<file path="config.mk">
export PLATFORM = sky130hd
export DESIGN_NAME = pcg_ctrl
export DESIGN_NICKNAME = d
export VERILOG_FILES = /design/src/rtl/pcg_pkg.sv /design/src/rtl/pcg_ctrl.sv
export SDC_FILE = /design/constraint.sdc
export NUM_CORES = 1
export LEC_CHECK = 0
export BUFFER_PORTS_ARGS = -buffer_cell sky130_fd_sc_hd__buf_2
export CORE_MARGIN = 2
export CORE_UTILIZATION = 50
export DETAILED_ROUTE_END_ITERATION = 16
export PLACE_DENSITY = 0.79
export SYNTH_ARGS = -nofsm -noshare
export SYNTH_HDL_FRONTEND = slang
export SYNTH_HIERARCHICAL = 1
export SYNTH_SLANG_ARGS = --single-unit
</file>
<file path="constraint.sdc">
create_clock -name clk_i -period 2.7 [get_ports clk_i]
set_input_delay 0.54 -clock clk_i [delete_from_list [all_inputs] [get_ports clk_i]]
set_output_delay 0.54 -clock clk_i [all_outputs]
set_load 0.02 [all_outputs]
</file>
<file path="src/rtl/pcg_pkg.sv">
// Purpose: constants shared by the clock generator control logic
// Assumes: 25 MHz system clock
// Notes:   register map, field positions, divider ratios, timing
package pcg_pkg;
  // system clock and master reset timing
  localparam int unsigned CLK_PERIOD_PS  = 40000;           // 25 MHz period
  localparam int unsigned MDR_MIN_NS     = 1000;            // master reset minimum width
  localparam int unsigned MDR_MIN_CYC    = (MDR_MIN_NS * 1000 + CLK_PERIOD_PS - 1) / CLK_PERIOD_PS;
  localparam int unsigned MDR_CNT_W      = 6;               // width of the hold counter

  // register byte offsets
  localparam logic [3:0]  CFG_OFS        = 4'h0;            // configuration word
  localparam logic [3:0]  STAT_OFS       = 4'h4;            // live status word
  localparam logic [3:0]  ADDR_MASK      = 4'hC;            // word select bits

  // configuration field positions
  localparam int unsigned F_SRC_XTAL     = 0;               // 1 crystal, 0 external reference
  localparam int unsigned F_PLL_ON_N     = 1;               // 0 bypasses the pll
  localparam int unsigned F_MDR          = 2;               // master divider reset level
  localparam int unsigned F_OE_A         = 3;               // first output enable
  localparam int unsigned F_OE_B         = 4;               // second group enable
  localparam int unsigned F_FEEDBACK_DIVIDER_SELECT       = 5;               // feedback divider select
  localparam int unsigned F_SEL_A        = 6;               // first divider select, 2 bits
  localparam int unsigned F_SEL_B        = 8;               // second divider select, 2 bits
  localparam int unsigned CFG_W          = 10;              // used configuration bits
  localparam logic [CFG_W-1:0] CFG_RST   = 10'h01B;         // pin-default levels

  // divider ratios
  localparam int unsigned RATIO_W        = 5;
  localparam logic [RATIO_W-1:0] DIV_1   = 5'h01;
  localparam logic [RATIO_W-1:0] DIV_2   = 5'h02;
  localparam logic [RATIO_W-1:0] DIV_4   = 5'h04;
  localparam logic [RATIO_W-1:0] DIV_5   = 5'h05;
  localparam logic [RATIO_W-1:0] DIV_10  = 5'h0A;
  localparam logic [RATIO_W-1:0] DIV_24  = 5'h18;
  localparam logic [RATIO_W-1:0] DIV_25  = 5'h19;
  localparam logic [1:0] SEL_D10         = 2'h0;
  localparam logic [1:0] SEL_D2          = 2'h1;
  localparam logic [1:0] SEL_D4          = 2'h2;
  localparam logic [1:0] SEL_D5          = 2'h3;
endpackage

</file>
<file path="src/rtl/pcg_ctrl.sv">
// Purpose: divider and gating control of a pll clock generator
// Assumes: source clocks arrive as one-cycle edge ticks synchronous to clk_i
// Notes:   each tick is one source edge; a ratio of n toggles every n ticks
`timescale 1ns/1ps

// edge-counting divider with clean stop and start at logic 0
module pcg_div
(
  // clock and reset
  input  wire logic                          clk_i,
  input  wire logic                          rst_i,
  // control
  input  wire logic                          tick_i,
  input  wire logic [pcg_pkg::RATIO_W-1:0]   ratio_i,
  input  wire logic                          en_i,
  // outputs
  output logic                               out_o,
  output logic                               out_n_o
);
  logic [pcg_pkg::RATIO_W-1:0] cnt_q;                 // edge counter
  logic                        run_q;                 // divider running
  logic                        wrap;                  // ratio reached

  assign wrap = (cnt_q >= ratio_i - pcg_pkg::DIV_1);

  // gate: stop only while low, restart from low
  always_ff @(posedge clk_i)
  begin
    if (rst_i)
      run_q <= 1'b0;
    else if (!run_q)
      run_q <= en_i;
    else if (!en_i && !out_o)
      run_q <= 1'b0;
  end

  // counter and true/complement outputs
  always_ff @(posedge clk_i)
  begin
    if (rst_i || !run_q)
    begin
      cnt_q   <= '0;
      out_o   <= 1'b0;
      out_n_o <= 1'b1;
    end
    else if (tick_i && wrap && (out_o || en_i))       // no new high phase once disabled
    begin
      cnt_q   <= '0;
      out_o   <= ~out_o;
      out_n_o <= out_o;
    end
    else if (tick_i)
      cnt_q <= cnt_q + pcg_pkg::DIV_1;
  end
endmodule

module pcg_ctrl
(
  // clock and reset
  input  wire logic        clk_i,
  input  wire logic        rst_i,
  // wishbone slave
  input  wire logic        wb_cyc_i,
  input  wire logic        wb_stb_i,
  input  wire logic        wb_we_i,
  input  wire logic [3:0]  wb_adr_i,
  input  wire logic [3:0]  wb_sel_i,
  input  wire logic [31:0] wb_dat_i,
  output logic [31:0]      wb_dat_o,
  output logic             wb_ack_o,
  // source edge ticks
  input  wire logic        xtal_tick_i,
  input  wire logic        ref_tick_i,
  input  wire logic        vco_tick_i,
  // phase detector side
  output logic             pfd_ref_o,
  output logic             pfd_fb_o,
  // clock outputs
  output logic             first_clock_output_o,
  output logic             first_clock_output_n_o,
  output logic             second_group_output_0_o,
  output logic             second_group_output_0_n_o,
  output logic             second_group_output_1_o,
  output logic             second_group_output_1_n_o
);
  logic [pcg_pkg::CFG_W-1:0]    cfg_q;                // configuration register
  logic [pcg_pkg::MDR_CNT_W-1:0] mdr_cnt_q;           // master reset hold count
  logic                         div_rst_q;            // divider reset
  logic                         pfd_ref_q;            // forwarded reference level
  logic                         ref_tick;             // chosen reference edge
  logic                         div_tick;             // edge feeding output dividers
  logic                         bypass;               // pll bypassed
  logic [pcg_pkg::RATIO_W-1:0]  ratio_a;              // first divider ratio
  logic [pcg_pkg::RATIO_W-1:0]  ratio_b;              // second divider ratio
  logic [pcg_pkg::RATIO_W-1:0]  ratio_fb;             // feedback ratio
  logic                         hit;                  // access this cycle
  logic                         qb_n;                 // shared complement

  // select decode shared by both output dividers
  function automatic logic [pcg_pkg::RATIO_W-1:0] sel_ratio(input logic [1:0] s);
    logic [pcg_pkg::RATIO_W-1:0] r;
    r = pcg_pkg::DIV_10;
    unique case (s)
      pcg_pkg::SEL_D10: r = pcg_pkg::DIV_10;
      pcg_pkg::SEL_D2:  r = pcg_pkg::DIV_2;
      pcg_pkg::SEL_D4:  r = pcg_pkg::DIV_4;
      pcg_pkg::SEL_D5:  r = pcg_pkg::DIV_5;
    endcase
    return r;
  endfunction

  // source, bypass and ratio steering
  always_comb
  begin
    ref_tick = cfg_q[pcg_pkg::F_SRC_XTAL] ? xtal_tick_i : ref_tick_i;
    bypass   = !cfg_q[pcg_pkg::F_PLL_ON_N];
    div_tick = bypass ? ref_tick : vco_tick_i;
    ratio_a  = bypass ? pcg_pkg::DIV_1
                      : sel_ratio(cfg_q[pcg_pkg::F_SEL_A +: 2]);
    ratio_b  = bypass ? pcg_pkg::DIV_1
                      : sel_ratio(cfg_q[pcg_pkg::F_SEL_B +: 2]);
    ratio_fb = cfg_q[pcg_pkg::F_FEEDBACK_DIVIDER_SELECT] ? pcg_pkg::DIV_24
                                        : pcg_pkg::DIV_25;
  end

  assign hit = wb_cyc_i && wb_stb_i && !wb_ack_o;

  // configuration write at the acknowledging edge, byte lanes 0 and 1
  always_ff @(posedge clk_i)
  begin
    if (rst_i)
      cfg_q <= pcg_pkg::CFG_RST;
    else if (wb_ack_o && wb_cyc_i && wb_stb_i && wb_we_i
             && ((wb_adr_i & pcg_pkg::ADDR_MASK) == pcg_pkg::CFG_OFS))
    begin
      if (wb_sel_i[0])
        cfg_q[7:0] <= wb_dat_i[7:0];
      if (wb_sel_i[1])
        cfg_q[pcg_pkg::CFG_W-1:8] <= wb_dat_i[pcg_pkg::CFG_W-1:8];
    end
  end

  // bus answer one cycle after request, unmapped reads zero
  always_ff @(posedge clk_i)
  begin
    if (rst_i)
    begin
      wb_ack_o <= 1'b0;
      wb_dat_o <= '0;
    end
    else
    begin
      wb_ack_o <= hit;
      wb_dat_o <= '0;
      if (hit && ((wb_adr_i & pcg_pkg::ADDR_MASK) == pcg_pkg::CFG_OFS))
        wb_dat_o[pcg_pkg::CFG_W-1:0] <= cfg_q;
      else if (hit && ((wb_adr_i & pcg_pkg::ADDR_MASK) == pcg_pkg::STAT_OFS))
        wb_dat_o[6:0] <= {div_rst_q, bypass, pfd_fb_o, pfd_ref_q,
                          second_group_output_1_o, second_group_output_0_o,
                          first_clock_output_o};
    end
  end

  // master reset width filter and power-on divider reset
  always_ff @(posedge clk_i)
  begin
    if (rst_i)
    begin
      mdr_cnt_q <= '0;
      div_rst_q <= 1'b1;
    end
    else if (!cfg_q[pcg_pkg::F_MDR])
    begin
      mdr_cnt_q <= '0;
      div_rst_q <= 1'b0;
    end
    else if (mdr_cnt_q < pcg_pkg::MDR_CNT_W'(pcg_pkg::MDR_MIN_CYC))
    begin
      mdr_cnt_q <= mdr_cnt_q + 1'b1;
      div_rst_q <= 1'b0;
    end
    else
      div_rst_q <= 1'b1;
  end

  // reference level forwarded to the phase detector
  always_ff @(posedge clk_i)
  begin
    if (rst_i || div_rst_q)
      pfd_ref_q <= 1'b0;
    else if (ref_tick)
      pfd_ref_q <= ~pfd_ref_q;
  end
  assign pfd_ref_o = pfd_ref_q;

  // feedback divider, vco to phase detector
  pcg_div u_fb
  (
    .clk_i   (clk_i),
    .rst_i   (div_rst_q),
    .tick_i  (vco_tick_i),
    .ratio_i (ratio_fb),
    .en_i    (1'b1),
    .out_o   (pfd_fb_o),
    .out_n_o ()
  );

  // first output divider
  pcg_div u_a
  (
    .clk_i   (clk_i),
    .rst_i   (div_rst_q),
    .tick_i  (div_tick),
    .ratio_i (ratio_a),
    .en_i    (cfg_q[pcg_pkg::F_OE_A]),
    .out_o   (first_clock_output_o),
    .out_n_o (first_clock_output_n_o)
  );

  // second divider drives both group outputs from one flop pair
  pcg_div u_b
  (
    .clk_i   (clk_i),
    .rst_i   (div_rst_q),
    .tick_i  (div_tick),
    .ratio_i (ratio_b),
    .en_i    (cfg_q[pcg_pkg::F_OE_B]),
    .out_o   (second_group_output_0_o),
    .out_n_o (qb_n)
  );
  assign second_group_output_1_o   = second_group_output_0_o;
  assign second_group_output_0_n_o = qb_n;
  assign second_group_output_1_n_o = qb_n;
endmodule

</file>
# [After elaboration in Yosys (flattened, before gate mapping)]
# Cells that the tools add are included.
[totals] memories=0 in_bits=48 ramBits=0 word_cells=100 out_inout_bits=41 reg_bits=74 rom_bits=0 latch_bits=0
[classes] mux=16 order_cmp=4 reduce_logical=40 shift=0 mul=0 bitwise_logic=6 eq_ne=7 div_mod_pow=0 n_addsub=7
[op_table] cell="case mux 5 bit (4 select lines)" count=2
[op_table] cell="adder 5 x 1 -> 5 bit (second input constant)" count=3
[op_table] cell="greater-or-equal comparator 5 bit" count=3
[op_table] cell="logical AND 1 bit" count=15
[op_table] cell="2-to-1 mux 7 bit" count=2
[op_table] cell="2-to-1 mux 1 bit" count=10
[op_table] cell="2-to-1 mux 5 bit" count=2
[op_table] cell="OR reduction 2 bit" count=5
[op_table] cell="subtractor 5 x 1 -> 5 bit (second input constant)" count=2
[op_table] cell="logical NOT 1 bit" count=9
[op_table] cell="== test 2 bit (second input constant)" count=4
[op_table] cell="adder 6 x 1 -> 6 bit (second input constant)" count=1
[op_table] cell="== test 2 x 1 -> 1 bit (second input constant)" count=3
[op_table] cell="logical OR 1 bit" count=6
[op_table] cell="< comparator 6 x 5 -> 1 bit (second input constant)" count=1
[op_table] cell="inverter 1 bit" count=6
[op_table] cell="subtractor 4 x 2 -> 5 bit (second input constant)" count=1
[op_table] cell="logical NOT 2 bit" count=2
[op_table] cell="logical NOT 4 bit" count=1
[op_table] cell="AND reduction 2 bit" count=2

# [Depth between registers and ports, before layout]
# Gate-level depths: netlist of the first run.
[logic_depth] word_depth=8 ltp_mapped=11 mapped_depth_nobuf=11

# [Modules after synthesis]
# The synthesis of the first run kept the hierarchy.
[by_module_without_submodules] module="pcg_ctrl" instances=1 cells_each=151 area_each_um2=1442.6 seq_area_each_um2=580.6
[by_module_without_submodules] module="pcg_div (u_a ...)" instances=2 cells_each=54 area_each_um2=514.2 seq_area_each_um2=160.2
[by_module_without_submodules] module="pcg_div (u_b)" instances=1 cells_each=57 area_each_um2=509.2 seq_area_each_um2=160.2

# [Least setup slack after synthesis of the first run]
# No wires, ideal clock.
[synth_path] kind="flip-flop to flip-flop" startpoint="register cfg_q[1] (netlist name)" endpoint="register u_b.out_n_o" t_arrival_ps=2086 period_less_slack_ps=2207 n_path_buf=0 path_stages_with_launch=11 required_time_ps=2578 setup_time_ps=122 setup_slack_ps=493 path_cell_list="dfxtp_1 inv_1 nor2_1 inv_1 ha_1 xnor2_1 ha_1 a211oi_2 o211ai_2 and3_1 a221o_1"
[synth_between] elab_chain_cells=5 word_cells_on_any_way=6 cone_classes="1 x add/sub; 1 x order compare; 2 x mux; 2 x reduce/logical"
[synth_rtl] element="from (decl)" line_no="pcg_ctrl.sv:86" source="logic [pcg_pkg::CFG_W-1:0] cfg_q;"
[synth_rtl] element="from (signal assigned)" line_no="pcg_ctrl.sv:132" source="cfg_q <= pcg_pkg::CFG_RST;"
[synth_rtl] element="from (signal, indexed assignment)" line_no="pcg_ctrl.sv:139" source="cfg_q[pcg_pkg::CFG_W-1:8] <= wb_dat_i[pcg_pkg::CFG_W-1:8];"
[synth_rtl] element="2-to-1 mux 5 bit" line_no="pcg_ctrl.sv:120" source="ratio_b = bypass ? pcg_pkg::DIV_1"
[synth_rtl] element="named net ratio_b (one bit)" line_no="pcg_ctrl.sv:94" source="logic [pcg_pkg::RATIO_W-1:0] ratio_b;"
[synth_rtl] element="subtractor 5 x 1 -> 5 bit" line_no="pcg_ctrl.sv:24" source="assign wrap = (cnt_q >= ratio_i - pcg_pkg::DIV_1);"
[synth_rtl] element="greater-or-equal comparator 5 bit" line_no="pcg_ctrl.sv:24"
[synth_rtl] element="logical AND 1 bit (2 in series)" line_no="pcg_ctrl.sv:46" source="else if (tick_i && wrap && (out_o || en_i))"
[synth_rtl] element="to (signal assigned)" line_no="pcg_ctrl.sv:50" source="out_n_o <= out_o;"
[synth_rtl] element="to (decl)" line_no="pcg_ctrl.sv:18" source="output logic out_n_o"
# The timed path passes the listed nets, and every way through them passes these cells.
# A chain may end at the register's enable or synchronous reset.

# [Final worst setup path of the first run]
[layout_path] startpoint="register cfg_q[1] (netlist name)" endpoint="register u_a.out_n_o"
[layout_between] elab_chain_cells=5 word_cells_on_any_way=6 cone_classes="1 x add/sub; 1 x order compare; 2 x mux; 2 x reduce/logical"
[layout_rtl] element="2-to-1 mux 5 bit" line_no="pcg_ctrl.sv:118" source="ratio_a = bypass ? pcg_pkg::DIV_1"
[layout_rtl] element="named net ratio_a (one bit)" line_no="pcg_ctrl.sv:93" source="logic [pcg_pkg::RATIO_W-1:0] ratio_a;"
[layout_rtl] element="subtractor 5 x 1 -> 5 bit" line_no="pcg_ctrl.sv:24"
[layout_rtl] element="greater-or-equal comparator 5 bit" line_no="pcg_ctrl.sv:24"
[layout_rtl] element="logical AND 1 bit (2 in series)" line_no="pcg_ctrl.sv:46"
[layout_rtl] element="to (signal assigned)" line_no="pcg_ctrl.sv:50"
[layout_rtl] element="to (decl)" line_no="pcg_ctrl.sv:18"
# The timed path passes the listed nets, and every way through them passes these cells.

==> flow_summary.toml, run 1 <==
[global_routing]
grt_pass1_vias = 2054
grt_overflow = 0
grt_max_degree = 26
track_usage_pct = 17.2
antenna_found_initial = 0
grt_pass1_wl_um = 8710

[synthesis]
synth_area_um2 = 2940
yosysWarnings = 6
syn_inst = 313
avgSynthCellArea_um2 = 9.38

[sta]
setup_viol = 0
hold_ws_ns = 0.498
fin_crit_sh_pct = 90.3
slew_headroom_pct = 57.9
setup_tns_ns = 0
slew_violations = 0
hold_viol = 0
tightestPinTransition_ns = 0.627
final.min_clock_period_ns = 2.44
skew_ns = 0.00581
rsz0062_at_grt = "no"
timing.fmax_ghz = 0.410

[hold_path]
hold_class = "in -> reg"

[job]
max_cap_violations = 0

[power_and_ir_drop]
p_seq_share_pct = 56.6
power_switching_w = 0.000333
power_density_nw_per_um2 = 429
ir_drop_uv = 294
pwr-share-comb_pct = 9.4
p_leak_nw = 1.47
switching_share_pct = 24.1
power_frac_clock_pct = 34.0
internal-power_w = 0.00105

[place]
dpl.hpwl_um = 4170
dp_cells = 428
port_buffers = 40
gp_congestion = 0.821

[floorplanning]
core_um2 = 5570
die_h_um = 80.6
die_x_um = 80.6
initial_utilization_pct = 52.7
row_count = 27
die-area_um2 = 6500
ioPinCount = 89

[clocking]
clk_latency_ns = 0.30
post_cts_resized = 0
htree_num_levels = 2
cts_tree = "yes"
postCtsSetupBuffers = 0
path_clk_slew_ns = 0.09
cts-buffers-inserted = 5
cts-root-buf = "clkbuf_8"
cts_hold_buf = 0
clockBufferDepth = 2
clkSinkCount = 52

[routing]
dr.pass1.iters = 4
drt_iter0_markers = 50
drt_wl_total_um = 5420
postRouteAntennaNets = 0
vias = 2224
post-route-drc-count = 0
wl_per_cell_um = 12.4
vias_per_cell = 5.11

[layout]
area_growth_pct = 9.88
fin_nets = 434
diodes = 0
drive_gt1_share_pct = 17.9
num-fill-cells = 503
fin_cells = 435

[worst_setup_path]
crit_arrival_ns = 2.63
crit_type = "reg -> reg"
path_cells = "inv_1, nor2_1, inv_1, ha_1, xnor2_1, ha_1, a21o_1, a31oi_1, o22a_2, mux2_4"
cp-end-kind = "register"
worstSetupStartpointType = "register"
cp_num_buf_inv = 2
slowest_delay_ns = 0.39
critPathTopFamily = "compound AO/OA/AOI/OAI gates"
cpMaxStageDelayCell = "dfxtp_2"
cp_max_fo = 7
cp.required_ns = 2.89

[run_status]
status = "finished, final reports clean"
layer usage:
metal,wire (um),global-route usage (%),vias to the layer above,share of wire [%]
met2,2630,30.8,69,49
met3,302,3.60,5,5.6
met4,66,6.10,0,1.2
li1,-,-,1114,-
met1,2420,20.2,1036,45
met5,0,0,-,0
flip-flops by register name, indices dropped and copies added (netlist names):
register,count
u_b/out_o,1
div_rst_q,1
u_fb/run_q,1
u_b/cnt_q,5
u_a/out_n_o,1
mdr_cnt_q,6
u_a/out_o,1
u_a/cnt_q,5
wb_ack_o,1
u_a/run_q,1
u_fb/out_o,1
wb_dat_o,10
u_fb/cnt_q,5
pfd_ref_o,1
cfg_q,10
u_b/run_q,1
u_b/out_n_o,1
cells in the final DEF, fill, tap and decap left out, types with 3 or more instances in the layout:
cell      instances
dfxtp_1          51
buf_2            40
conb_1           35
nor2_1           33
nand2_1          23
ha_1             23
nand2b_1         18
mux2i_1          17
inv_1            15
xor2_1           12
xnor2_1           9
nor3_1            7
a22o_1            7
clkbuf_8          7
nand4_1           7
and2_1            6
a21oi_1           6
nor2b_1           4
a31oi_1           4
o21ai_0           3
worst reg2reg max path: cells and delay by family, from the launching register on:
kind / cells / cell delay (ns)
compound gates: 3 / 0.64
simple gates: 1 / 0.19
buf+inv: 2 / 0.19
fa+ha+maj: 2 / 0.49
xor+xnor: 1 / 0.13
mux: 1 / 0.29
flops: 1 / 0.39
through the flow:
step | util (%) | setup slack (ns) | total power (W) | cell area (um^2)
after global routing | 57.9 | 0.0984 | 0.00144 | 3230
after floorplan | - | 0.493 | 0.000923 | 3060
after global placement | 56.1 | 0.296 | 0.000926 | 3130
final | 57.9 | 0.261 | 0.00138 | 3230
after CTS | 57.9 | 0.132 | 0.00139 | 3230
after detailed placement | 56.1 | 0.162 | 0.000931 | 3130
power by group through the flow:
stage | clock [W] | combinational [W] | sequential, W
5_1_grt | 0.000513 | 0.000143 | 0.000785
3_3_place_gp | 0 | 0.000125 | 0.000801
2_1_floorplan | 0 | 0.000120 | 0.000803
4_1_cts | 0.000478 | 0.000129 | 0.000784
6_report | 0.000471 | 0.000129 | 0.000784
3_5_place_dp | 0 | 0.000129 | 0.000802
path summary, 6_finish.rpt:
path | startpoint | endpoint | slack (ns) | depth (start not counted)
setup / recovery | cfg_q[1] | u_a/out_n_o | 0.26 | 10
hold / removal | wb_dat_i[4] | cfg_q[4] | 0.50 | 3
setup reg to reg | cfg_q[1] | u_a/out_n_o | 0.26 | 10
hold reg to reg | mdr_cnt_q[1] | mdr_cnt_q[1] | 0.50 | 2
layout make-up:
class | instances | area (um^2) | area share (%)
Inverter | 15 | 56.3 | 1.74
Multi-Input combinational cell | 249 | 1740 | 54.0
Timing Repair Buffer | 40 | 200 | 6.20
Sequential cell | 52 | 1040 | 32.3
Tap cell | 72 | 90.1 | 2.79
Clock buffer | 7 | 96.3 | 2.99
(Power assumes the default switching activity.)
==> inputs of run 2 (changes only) <==
--- a/config.mk
+++ b/config.mk
@@ -6,10 +6,12 @@
 export NUM_CORES = 1
 export LEC_CHECK = 0
 export BUFFER_PORTS_ARGS = -buffer_cell sky130_fd_sc_hd__buf_2
+export CAP_MARGIN = 20
 export CORE_MARGIN = 2
 export CORE_UTILIZATION = 50
 export DETAILED_ROUTE_END_ITERATION = 16
 export PLACE_DENSITY = 0.79
+export RECOVER_POWER = 25
 export SYNTH_ARGS = -nofsm -noshare
 export SYNTH_HDL_FRONTEND = slang
 export SYNTH_HIERARCHICAL = 1
==> constraint.sdc (replaced) <==
create_clock -name clk_i -period 2.7 [get_ports clk_i]
set_input_delay 0.54 -clock clk_i [delete_from_list [all_inputs] [get_ports clk_i]]
set_output_delay 0.54 -clock clk_i [all_outputs]
set_load 0.05 [all_outputs]
==> run 2 against run 1 <==
  * Flip-flop and latch count unchanged
  * Combinational power is 35% higher
  * Worst setup slack worse by 0.0033 ns
  * Largest power group unchanged
  * Sequential power is essentially flat
  * Critical path type unchanged
  * Clock skew increased by 0.0012 ns
  * Register-to-register slack hardly changed
==> flow_summary.toml, run 2 (synthesis results as in run 1) <==
[clocking]
cts-buffers-inserted = 5
cts_tree = "yes"
clockBufferDepth = 2
cts-root-buf = "clkbuf_8"
clkSinkCount = 52
path_clk_slew_ns = 0.09
htree_num_levels = 2
cts_hold_buf = 0
clk_latency_ns = 0.30

[sta]
final.min_clock_period_ns = 2.44
setup_viol = 0
fin_crit_sh_pct = 90.5
hold_ws_ns = 0.494
hold_viol = 0
setup_tns_ns = 0
skew_ns = 0.00699
timing.fmax_ghz = 0.409
slew_violations = 0
tightestPinTransition_ns = 1.00
slew_headroom_pct = 32.8
rsz0062_at_grt = "no"

[worst_setup_path]
rr_worst_depth = 10
r2r_slack_ns = 0.26
cp-end-kind = "register"
crit_type = "reg -> reg"
cp.required_ns = 2.90
worstSetupStartpointType = "register"
crit_arrival_ns = 2.64
r2r_start = "cfg_q[1]"
r2r-end = "u_a/out_n_o"
cp_max_fo = 7

[power_and_ir_drop]
ir_drop_uv = 295
pwr-share-comb_pct = 12.2
p_seq_share_pct = 54.9
p_leak_nw = 1.46
switching_share_pct = 26.3
power_frac_clock_pct = 32.9
power_switching_w = 0.000376
internal-power_w = 0.00105
power_density_nw_per_um2 = 444

[floorplanning]
ioPinCount = 89
core_um2 = 5570
row_count = 27
die_x_um = 80.6
die_h_um = 80.6
initial_utilization_pct = 52.7
die-area_um2 = 6500

[routing]
dr.pass1.iters = 6
wl_met2_um = 2630
m1WireLength_um = 2400
vias = 2227
drt_wl_total_um = 5410
vias_per_cell = 5.12
highest_layer = "met4"
wl_per_cell_um = 12.4
post-route-drc-count = 0
postRouteAntennaNets = 0
drt_iter0_markers = 48
detailroute.wirelength.met3_um = 311

[global_routing]
grt_pass1_vias = 2054
grt_max_degree = 26
grt_overflow = 0
grt_pass1_wl_um = 8710
antenna_found_initial = 0
track_usage_pct = 17.2

[layout]
drive_gt1_share_pct = 17.6
diodes = 0
fin_cells = 435
multiInputGateArea_um2 = 1730
layout_commonest_cell = "dfxtp_1"
fin_nets = 434
final_cell_mix = "dfxtp_1 (51), buf_2 (39), conb_1 (35), nor2_1 (33)"
reg_top3 = "cfg_q: 10 flops, wb_dat_o: 10 flops, mdr_cnt_q: 6 flops"
area_growth_pct = 9.54
num-fill-cells = 507
register_area_um2 = 1040

[hold_path]
hp-start = "wb_dat_i[4]"
hold_class = "in -> reg"
hold_depth = 3
min_to = "cfg_q[4]"

[job]
max_cap_violations = 0

[run_status]
status = "finished, final reports clean"

[place]
dpl.hpwl_um = 4170
dp_cells = 428
gp_congestion = 0.821
port_buffers = 40
## run 2: worst max-delay path by stage
stage,startpoint,to,slack [ns],cells after the start
6_report,cfg_q[1],u_a/out_n_o,0.26,10
3_3_place_gp,cfg_q[1],u_a/out_n_o,0.30,10
5_1_grt,cfg_q[1],u_a/out_n_o,0.1,10
3_5_place_dp,cfg_q[1],u_a/out_n_o,0.16,10
2_1_floorplan,cfg_q[1],u_b/out_n_o,0.49,10
4_1_cts,cfg_q[1],u_a/out_n_o,0.13,10
## run 2: layout make-up
| type | instances | share of cell area (%) |
|---|---|---|
| clock buffer | 7 | 2.99 |
| multi-input combinational | 249 | 53.9 |
| tap | 72 | 2.80 |
| sequential | 52 | 32.4 |
| inverter | 15 | 1.75 |
| timing repair buffer | 40 | 6.18 |
## run 2: metal layers
layer	vias up	GRT usage [%]
li1	1109	-
met5	-	0
met1	1046	20.2
met2	67	30.8
met4	0	6.10
met3	5	3.60
## run 2: through the flow
| stage | power (W) | worst slack, ns | util [%] | area [um^2] |
|---|---|---|---|---|
| 4_1_cts | 0.00144 | 0.132 | 57.9 | 3230 |
| 2_1_floorplan | 0.000969 | 0.493 | - | 3060 |
| 3_5_place_dp | 0.000976 | 0.162 | 56.1 | 3130 |
| 5_1_grt | 0.00149 | 0.0984 | 57.7 | 3220 |
| 6_report | 0.00143 | 0.257 | 57.7 | 3220 |
| 3_3_place_gp | 0.000971 | 0.296 | 56.1 | 3130 |
## run 2: repair_timing
item                                    4_1_cts  5_1_grt
resized for setup                             0        1
setup buffers                                 0        0
endpoints found under the setup margin        0        1
## run 2: worst max-delay path, cell delays in order, from the launching register on
cell and delay, ns:
dfxtp_2 0.39, inv_1 0.14, nor2_1 0.19, inv_1 0.06, ha_1 0.20, xnor2_1 0.13
ha_1 0.29, a21o_1 0.16, a31oi_1 0.24, o22a_2 0.24, mux2_4 0.29
## run 2: power groups by stage
| stage | combinational [W] | sequential (W) | clock, W |
|---|---|---|---|
| after floorplan | 0.000160 | 0.000809 | 0 |
| after global placement | 0.000170 | 0.000801 | 0 |
| after detailed placement | 0.000174 | 0.000802 | 0 |
| after CTS | 0.000175 | 0.000784 | 0.000478 |
| after global routing | 0.000188 | 0.000785 | 0.000513 |
| final | 0.000174 | 0.000784 | 0.000469 |
